### config.mk
export PLATFORM = sky130hd
export DESIGN_NAME = eac_top
export DESIGN_NICKNAME = d
export VERILOG_FILES = /design/src/inc/eac_pkg.sv /design/src/design/eac_timer.sv /design/src/design/eac_top.sv
export SDC_FILE = /design/constraint.sdc
export NUM_CORES = 2
export LEC_CHECK = 0
export BUFFER_PORTS_ARGS = -buffer_cell sky130_fd_sc_hd__buf_2
export CAP_MARGIN = 20
export CORE_UTILIZATION = 53
export CTS_BUF_LIST = sky130_fd_sc_hd__clkbuf_16
export DETAILED_ROUTE_END_ITERATION = 7
export PLACE_DENSITY = 0.71
export REMOVE_ABC_BUFFERS = 1
export SLEW_MARGIN = 10
export SYNTH_ARGS = -nofsm -noshare
export SYNTH_HDL_FRONTEND = slang
export SYNTH_HIERARCHICAL = 1
export SYNTH_SLANG_ARGS = --single-unit
export TNS_END_PERCENT = 10
### constraint.sdc
create_clock -name core_clk -period 6.15 [get_ports core_clk]
set_input_delay 0.615 -clock core_clk [delete_from_list [all_inputs] [get_ports core_clk]]
set_output_delay 0.615 -clock core_clk [all_outputs]
set_load 0.1 [all_outputs]
### src/inc/eac_pkg.sv
// eeprom access control: shared offsets, fields, keys and timing
// assumes a byte-wide register port with a 9-bit address
package eac_pkg;

    // ********************************************************
    // register offsets
    // ********************************************************
    localparam int ADDR_W = 9;
    localparam int DATA_W = 8;
    localparam logic [ADDR_W-1:0] OFS_CTRL = 9'h18C;
    localparam logic [ADDR_W-1:0] OFS_UNLOCK = 9'h18D;
    localparam logic [ADDR_W-1:0] OFS_DATA = 9'h10C;
    localparam logic [ADDR_W-1:0] OFS_ADDR = 9'h10D;
    localparam logic [ADDR_W-1:0] OFS_ISTAT = 9'h00D;
    localparam logic [ADDR_W-1:0] OFS_IMASK = 9'h08D;

    // ********************************************************
    // control register fields
    // ********************************************************
    localparam int BIT_RD = 0;
    localparam int BIT_WR = 1;
    localparam int BIT_WRITE_ENABLE_BIT = 2;
    localparam int BIT_ERR = 3;
    localparam int BIT_SEL = 7;

    // ********************************************************
    // interrupt status fields, unlock keys, reset values
    // ********************************************************
    localparam int IRQ_W = 2;
    localparam int IRQ_DONE = 0;
    localparam int IRQ_ERR = 1;
    localparam logic [DATA_W-1:0] KEY_FIRST = 8'h55;
    localparam logic [DATA_W-1:0] KEY_SECOND = 8'hAA;
    localparam logic [DATA_W-1:0] BYTE_ZERO = 8'h00;
    localparam logic [IRQ_W-1:0] IRQ_ZERO = 2'h0;

    // ********************************************************
    // timing and size
    // ********************************************************
    localparam int CLK_KHZ = 20000;
    localparam int WR_TIME_US = 4000;
    localparam int WR_CYCLES = WR_TIME_US * CLK_KHZ / 1000;
    localparam int MEM_DEPTH = 256;

    // unlock sequence tracker
    typedef enum logic [2:0] {
        UNL_IDLE = 3'b001,
        UNL_GOT1 = 3'b010,
        UNL_ARMED = 3'b100
    } eac_unlock_e;

endpackage

### src/design/eac_timer.sv
// eac_timer: countdown that times one eeprom write cycle
// assumes start and abort come from logic on core_clk
`timescale 1ns/1ps
module eac_timer #(
    parameter int unsigned CYCLES = 80000
) (
    // clock and reset
    input wire logic core_clk,
    input wire logic rst,
    // control
    input wire logic start,
    input wire logic abort,
    // status
    output logic busy,
    output logic done
);

    localparam int CW = $clog2(CYCLES + 1);
    localparam logic [CW-1:0] CNT_ONE = CW'(1);
    localparam logic [CW-1:0] CNT_ZERO = CW'(0);

    // refused at elaboration: a shorter count lets done meet the start
    if (CYCLES < 2) begin : g_bad_cycles
        $error("eac_timer: CYCLES must be at least 2");
    end

    logic [CW-1:0] cnt_r;
    logic [CW-1:0] cnt_nxt;
    logic done_r;
    logic done_nxt;

    // ********************************************************
    // countdown
    // ********************************************************
    // done only fires when the count runs out, never on abort
    always_comb begin
        cnt_nxt = cnt_r;
        done_nxt = 1'b0;
        if (abort) begin
            cnt_nxt = CNT_ZERO;
        end else if (start) begin
            cnt_nxt = CW'(CYCLES);
        end else if (cnt_r != CNT_ZERO) begin
            cnt_nxt = cnt_r - CNT_ONE;
            done_nxt = (cnt_r == CNT_ONE);
        end
    end

    always_ff @(posedge core_clk or posedge rst) begin
        if (rst) begin
            cnt_r <= CNT_ZERO;
            done_r <= 1'b0;
        end else begin
            cnt_r <= cnt_nxt;
            done_r <= done_nxt;
        end
    end

    assign busy = (cnt_r != CNT_ZERO);
    assign done = done_r;

endmodule // eac_timer

### src/design/eac_top.sv
// eac_top: data eeprom access control with byte array and interrupt
// assumes a one-cycle register port on core_clk and reset requests
// from the reset controller already on core_clk
//
// Our own choice: the address-and-strobe port.
`timescale 1ns/1ps
module eac_top
    import eac_pkg::*;
#(
    parameter int unsigned WRITE_CYCLES = eac_pkg::WR_CYCLES,
    parameter int unsigned DEPTH = eac_pkg::MEM_DEPTH
) (
    // clock and reset
    input wire logic core_clk,
    input wire logic rst,
    // warm reset requests
    input wire logic masterClearReset,
    input wire logic watchdogTimeout,
    // register port
    input wire logic [eac_pkg::ADDR_W-1:0] busAddr,
    input wire logic [eac_pkg::DATA_W-1:0] busWdata,
    input wire logic busWrite,
    input wire logic busRead,
    output logic [eac_pkg::DATA_W-1:0] busRdata,
    // interrupt
    output logic irq
);
    import eac_pkg::*;

    localparam int IW = (DEPTH > 1) ? $clog2(DEPTH) : 1;

    // refused at elaboration: the index is cut to IW bits
    if (DEPTH < 2 || DEPTH > 256 ||
            (DEPTH & (DEPTH - 1)) != 0) begin : g_bad_depth
        $error("eac_top: DEPTH must be a power of two, 2..256");
    end

    // ********************************************************
    // state
    // ********************************************************
    logic sel_r, sel_nxt;
    logic err_r, err_nxt;
    logic write_enable_bit_r, write_enable_bit_nxt;
    logic wr_r, wr_nxt;
    logic rd_r, rd_nxt;
    eac_unlock_e unl_r, unl_nxt;
    logic [DATA_W-1:0] addr_r, addr_nxt;
    logic [DATA_W-1:0] data_r, data_nxt;
    logic [DATA_W-1:0] wAddr_r, wAddr_nxt;
    logic [DATA_W-1:0] wData_r, wData_nxt;
    logic [IRQ_W-1:0] istat_r, istat_nxt;
    logic [IRQ_W-1:0] imask_r, imask_nxt;
    logic [DATA_W-1:0] rdata_r, rdata_nxt;
    logic irq_r, irq_nxt;
    logic [DATA_W-1:0] mem_r [DEPTH];

    logic warmRst;
    logic startWr;
    logic tmrBusy;
    logic tmrDone;
    logic [DATA_W-1:0] memRd;
    logic [DATA_W-1:0] ctrlView;
    logic [IRQ_W-1:0] irqEv;
    logic [IRQ_W-1:0] irqClr;

    // ********************************************************
    // write cycle timer
    // ********************************************************
    eac_timer #(
        .CYCLES(WRITE_CYCLES)
    ) u_timer (
        .core_clk(core_clk),
        .rst(rst),
        .start(startWr),
        .abort(warmRst),
        .busy(tmrBusy),
        .done(tmrDone)
    );

    // ********************************************************
    // array read and control view
    // ********************************************************
    // addresses past the implemented size read as zero
    always_comb begin
        warmRst = masterClearReset | watchdogTimeout;
        if (addr_r < DEPTH) begin
            memRd = mem_r[addr_r[IW-1:0]];
        end else begin
            memRd = BYTE_ZERO;
        end
        ctrlView = BYTE_ZERO;
        ctrlView[BIT_SEL] = sel_r;
        ctrlView[BIT_ERR] = err_r;
        ctrlView[BIT_WRITE_ENABLE_BIT] = write_enable_bit_r;
        ctrlView[BIT_WR] = wr_r;
        ctrlView[BIT_RD] = rd_r;
    end

    // ********************************************************
    // control, unlock and holding registers
    // ********************************************************
    // a warm reset wins over any bus write in the same cycle
    always_comb begin
        sel_nxt = sel_r;
        err_nxt = err_r;
        write_enable_bit_nxt = write_enable_bit_r;
        wr_nxt = wr_r;
        rd_nxt = 1'b0;
        unl_nxt = unl_r;
        addr_nxt = addr_r;
        data_nxt = data_r;
        wAddr_nxt = wAddr_r;
        wData_nxt = wData_r;
        imask_nxt = imask_r;
        irqClr = IRQ_ZERO;
        irqEv = IRQ_ZERO;
        startWr = 1'b0;
        if (tmrDone) begin
            wr_nxt = 1'b0;
            irqEv[IRQ_DONE] = 1'b1;
        end
        if (warmRst) begin
            // address and data survive so software can retry
            if (wr_r) begin
                err_nxt = 1'b1;
                irqEv[IRQ_ERR] = 1'b1;
            end
            wr_nxt = 1'b0;
            sel_nxt = 1'b0;
            unl_nxt = UNL_IDLE;
        end else if (busWrite) begin
            // any write between the keys breaks the sequence
            unl_nxt = UNL_IDLE;
            unique case (busAddr)
                OFS_CTRL: begin
                    sel_nxt = busWdata[BIT_SEL];
                    err_nxt = busWdata[BIT_ERR];
                    write_enable_bit_nxt = busWdata[BIT_WRITE_ENABLE_BIT];
                    // zeros to the start bits change nothing
                    if (busWdata[BIT_RD] && !busWdata[BIT_SEL]) begin
                        rd_nxt = 1'b1;
                        data_nxt = memRd;
                    end
                    // program memory side is not served here
                    if (busWdata[BIT_WR] && !wr_r && write_enable_bit_r &&
                            unl_r == UNL_ARMED &&
                            !busWdata[BIT_SEL]) begin
                        startWr = 1'b1;
                    end
                end
                OFS_UNLOCK: begin
                    // no storage, only the sequence tracker moves
                    if (busWdata == KEY_FIRST) begin
                        unl_nxt = UNL_GOT1;
                    end else if (busWdata == KEY_SECOND &&
                            unl_r == UNL_GOT1) begin
                        unl_nxt = UNL_ARMED;
                    end
                end
                OFS_ADDR: begin
                    addr_nxt = busWdata;
                end
                OFS_DATA: begin
                    data_nxt = busWdata;
                end
                OFS_ISTAT: begin
                    irqClr = busWdata[IRQ_W-1:0];
                end
                OFS_IMASK: begin
                    imask_nxt = busWdata[IRQ_W-1:0];
                end
                default: begin
                end
            endcase
        end
        // latch the target so later register writes leave it alone
        if (startWr) begin
            wr_nxt = 1'b1;
            wAddr_nxt = addr_r;
            wData_nxt = data_r;
        end
        // a new event beats a clear in the same cycle
        istat_nxt = (istat_r & ~irqClr) | irqEv;
        irq_nxt = |(istat_r & imask_r);
    end

    // ********************************************************
    // read port
    // ********************************************************
    // data stands for one cycle only, zero otherwise
    always_comb begin
        rdata_nxt = BYTE_ZERO;
        if (busRead) begin
            unique case (busAddr)
                OFS_CTRL: rdata_nxt = ctrlView;
                OFS_UNLOCK: rdata_nxt = BYTE_ZERO;
                OFS_ADDR: rdata_nxt = addr_r;
                OFS_DATA: rdata_nxt = data_r;
                OFS_ISTAT: rdata_nxt = {{(DATA_W-IRQ_W){1'b0}}, istat_r};
                OFS_IMASK: rdata_nxt = {{(DATA_W-IRQ_W){1'b0}}, imask_r};
                default: rdata_nxt = BYTE_ZERO;
            endcase
        end
    end

    // ********************************************************
    // registers
    // ********************************************************
    always_ff @(posedge core_clk or posedge rst) begin
        if (rst) begin
            sel_r <= 1'b0;
            err_r <= 1'b0;
            write_enable_bit_r <= 1'b0;
            wr_r <= 1'b0;
            rd_r <= 1'b0;
            unl_r <= UNL_IDLE;
            addr_r <= BYTE_ZERO;
            data_r <= BYTE_ZERO;
            wAddr_r <= BYTE_ZERO;
            wData_r <= BYTE_ZERO;
            istat_r <= IRQ_ZERO;
            imask_r <= IRQ_ZERO;
            rdata_r <= BYTE_ZERO;
            irq_r <= 1'b0;
        end else begin
            sel_r <= sel_nxt;
            err_r <= err_nxt;
            write_enable_bit_r <= write_enable_bit_nxt;
            wr_r <= wr_nxt;
            rd_r <= rd_nxt;
            unl_r <= unl_nxt;
            addr_r <= addr_nxt;
            data_r <= data_nxt;
            wAddr_r <= wAddr_nxt;
            wData_r <= wData_nxt;
            istat_r <= istat_nxt;
            imask_r <= imask_nxt;
            rdata_r <= rdata_nxt;
            irq_r <= irq_nxt;
        end
    end

    // array cells change only when the timer expires
    always_ff @(posedge core_clk) begin
        if (tmrDone && wAddr_r < DEPTH) begin
            mem_r[wAddr_r[IW-1:0]] <= wData_r;
        end
    end

    assign busRdata = rdata_r;
    assign irq = irq_r;
endmodule // eac_top

==> flow_metrics.env <==
export IMPL_path_max_fanout=74
export IMPL_crit_type="register to register"
export IMPL_pwr_share_comb=0.028
export IMPL_clkLatencyLatePin_ns=0.85
export IMPL_r2r_end="data_r[4]"
export IMPL_critPathLaunchType="register"
export IMPL_critPathBufInv=1
export IMPL_fin_skew_ns=0.0407
export IMPL_clock_path_buffers=3
export IMPL_rsz0062_at_grt="false"
export IMPL_portBuffers=31
export IMPL_period_needed_ns=4.04
export IMPL_drv_cap=0
export IMPL_maxSlewHeadroom=0.123
export IMPL_timing_final_crit_share=0.657
export IMPL_routed_wl_um=191000
export IMPL_ys_types=73
export IMPL_overflow=0
export IMPL_async_flop_share=0.0335
export IMPL_synth_area_um2=82700
export IMPL_synth_edf_count=2048
export IMPL_clockRootBuffer="clkbuf_16"
export IMPL_internal_power_w=0.0224
export IMPL_worst_r2r_setup_slack_ns=2.11
export IMPL_synth_seq_cells=2119
export IMPL_drive_above_1_share=0.230
export IMPL_cpPeakStageDelay_ns=0.99
export IMPL_syn_inst=3926
export IMPL_grt_antenna_before_repair=6
export IMPL_fillers=10700
export IMPL_post_cts_buffers=0
export IMPL_violations="design-rule violations"
export IMPL_p_sw_frac=0.206
export IMPL_end_kind="register"
export IMPL_ys_warn_count=6
export IMPL_hold_ws_ns=0.111
export IMPL_tns_ns=0
export IMPL_critPathRequiredTime_ns=6.85
export IMPL_cpMaxStageDelayCell="dfrtp_4"
export IMPL_syn2layout_area_growth_pct=10.2
export IMPL_dr_first_iter_drc_count=5621
export IMPL_synth_seq_area_share=0.766
export IMPL_ctsHoldBuffers=1
export IMPL_grt_max_degree=258
export IMPL_dieArea_um2=158000
export IMPL_path_clk_slew_ns=0.07
export IMPL_htreeDepth=4
export IMPL_fin_ws_ns=2.11
export IMPL_drc=14
export IMPL_hold_path_class="input port to register"
export IMPL_cp_common_cell="o21ai_1"
export IMPL_rr_startpoint="addr_r[0]"
export IMPL_cellLeakagePower_nw=21.9
export IMPL_dr_total_vias=40200
export IMPL_detail_route_wl_per_cell_um=30.7
export IMPL_drt_first_pass_iters=8
export IMPL_finalMaxSlewViolations=0
export IMPL_synth_flop_cell="edfxtp_1"
export IMPL_hold_viol=0
export IMPL_ctsResizeCount=0
export IMPL_routed_via_density=6.48
export IMPL_cts_sinks=2119
export IMPL_seq_power_share=0.556
export IMPL_gp_congestion=0.889
export IMPL_pre_cts_slack_ns=2.01
export IMPL_r2r_cells=8
export IMPL_hpwl_um=110000
export IMPL_cellPowerDensity_nw_per_um2=310
export IMPL_totalPowerFinal_w=0.0283
export IMPL_p_clk_frac=0.416
export IMPL_finalSetupViolCount=0
export IMPL_grt_total_usage=0.245
export IMPL_grt_pass1_vias=40200
export IMPL_fp_dieH_um=397
export IMPL_ant_nets=0
export IMPL_coreArea_um2=154000
export IMPL_synth_area_per_cell_um2=21.1
export IMPL_status="finished with violations"
export IMPL_nets=4020
export IMPL_die_x_um=397
export IMPL_path_cells="buf_12 -> mux4_2 -> a22oi_1 -> o21ai_1 -> a21oi_1 -> o311ai_0 -> o311ai_1 -> o21ai_1"
export IMPL_rows=144
export IMPL_vdd_drop_max_mv=0.271
export IMPL_fmax_ghz=0.248
export IMPL_cts_tree="done"
export IMPL_whs_endpoint="addr_r[4]"
export IMPL_grt_pass1_wl_um=279000
export IMPL_power_switching_w=0.00583
export IMPL_holdPathStages=3
export IMPL_cp_arrival_ns=4.74
export IMPL_start_util=0.535
export IMPL_crit_family="compound AO/OA/AOI/OAI gates"
export IMPL_ioPinCount=32
export IMPL_cts_buffers=198
export IMPL_worstMarginPinSlew_ns=1.32
export IMPL_hp_start="busWdata[4]"
==> cell type report <==
type | count | area [um2] | area share
clock buffers | 200 | 5000 | 0.0549
clock inverters | 167 | 1230 | 0.0135
flip-flops and latches | 2119 | 63300 | 0.695
diodes | 2 | 5.00 | 0.0000549
inverters | 8 | 30.0 | 0.000330
multi-input cells | 1564 | 18000 | 0.197
well taps | 2044 | 2560 | 0.0281
repair buffers | 104 | 958 | 0.0105
==> stage by stage <==
stage	instance area, um2	util	std cells
finish	91100	0.590	6208
global route	91100	0.590	6206
CTS	91000	0.590	6203
detailed placement	84800	0.549	5835
global placement	84800	0.549	5833
floorplan	81200	-	3691
==> power groups by stage <==
stage          Combinational, W  Sequential (W)  Clock (W)
2_1_floorplan          0.000600          0.0160          0
3_3_place_gp           0.000787          0.0160          0
3_5_place_dp           0.000781          0.0160          0
4_1_cts                0.000786          0.0157     0.0119
5_1_grt                0.000865          0.0157     0.0124
6_report               0.000791          0.0157     0.0118
==> cell usage after synthesis, drive strengths merged (8+ instances only) <==
cell | n | area (um2)
or3 | 20 | 126
mux4 | 530 | 11900
nor2b | 27 | 169
nor2 | 313 | 1170
nand4b | 9 | 78.8
nand2b | 18 | 113
mux2i | 54 | 541
nor4 | 8 | 86.3
edfxtp | 2048 | 61500
buf | 143 | 1070
mux2 | 14 | 158
or4 | 9 | 67.6
clkbuf | 92 | 345
o31ai | 16 | 120
nor3 | 33 | 185
nand4 | 15 | 100
o22ai | 110 | 688
inv | 8 | 30.0
nand3 | 40 | 200
nand2 | 92 | 353
a22o | 14 | 123
o21ai | 41 | 205
o311ai | 14 | 123
a22oi | 45 | 338
a21oi | 45 | 240
dfrtp | 70 | 1750
a211oi | 20 | 155
o221ai | 12 | 105
==> cells by family after synthesis <==
logic type / after synthesis / synth area share
DFF: 2119 / 0.766
and+or+nand+nor: 620 / 0.0356
muxes: 598 / 0.153
AOI/OAI and AO/OA: 344 / 0.0283
buffers and inverters: 243 / 0.0174
adders and majority gates: 2 / 0.000303
==> per-layer routing <==
metal,part of all wire,vias to the layer above,GRT usage
met3,0.098,355,0.0503
met2,0.47,2130,0.373
met4,0.037,4,0.0924
met1,0.39,21200,0.354
li1,-,16600,-
met5,0.00014,-,0
==> worst reg2reg max path: stages (launching register included) <==
cell      delay [ns]
dfrtp_4         0.99
buf_12          0.58
mux4_2          0.66
a22oi_1         0.35
o21ai_1         0.20
a21oi_1         0.45
o311ai_0        0.36
o311ai_1        0.24
o21ai_1         0.10
==> worst max path at each step <==
stage	start	endpoint	slack, ns	cells past startpoint
after global placement	busAddr[5]	u_timer/cnt_r[11]	2.05	9
after CTS	addr_r[0]	data_r[4]	2.20	8
after detailed placement	busAddr[5]	u_timer/cnt_r[10]	2.01	10
after floorplan	addr_r[0]	data_r[1]	-14.18	6
after global routing	addr_r[0]	data_r[3]	1.96	8
final	addr_r[0]	data_r[4]	2.11	8
==> state kept, by name, indices dropped and copies added, names as in the netlist <==
name / count
mem_r: 2048
u_timer/cnt_r: 17
addr_r: 8
busRdata: 8
data_r: 8
wAddr_r: 8
wData_r: 8
unl_r: 3
imask_r: 2
istat_r: 2
err_r: 1
irq: 1
rd_r: 1
sel_r: 1
u_timer/done: 1
wr_r: 1
write_enable_bit_r: 1
==> layout by cell type (no fill, tap or decap), drive strengths merged, types with 14 or more instances in the layout <==
cell / count
mux2: 14
a211oi: 20
o31ai: 16
dfrtp: 70
clkbuf: 201
a22oi: 45
or3: 20
nand2: 92
mux2i: 54
nor2: 313
clkinv: 84
a21oi: 45
bufinv: 14
nand3: 40
nor3: 33
o21ai: 41
o22ai: 110
nor2b: 27
mux4: 530
inv: 72
o311ai: 14
edfxtp: 2048
buf: 102
a22o: 14
nand4: 15
nand2b: 18
No activity file was read; power rests on OpenSTA's default activity.
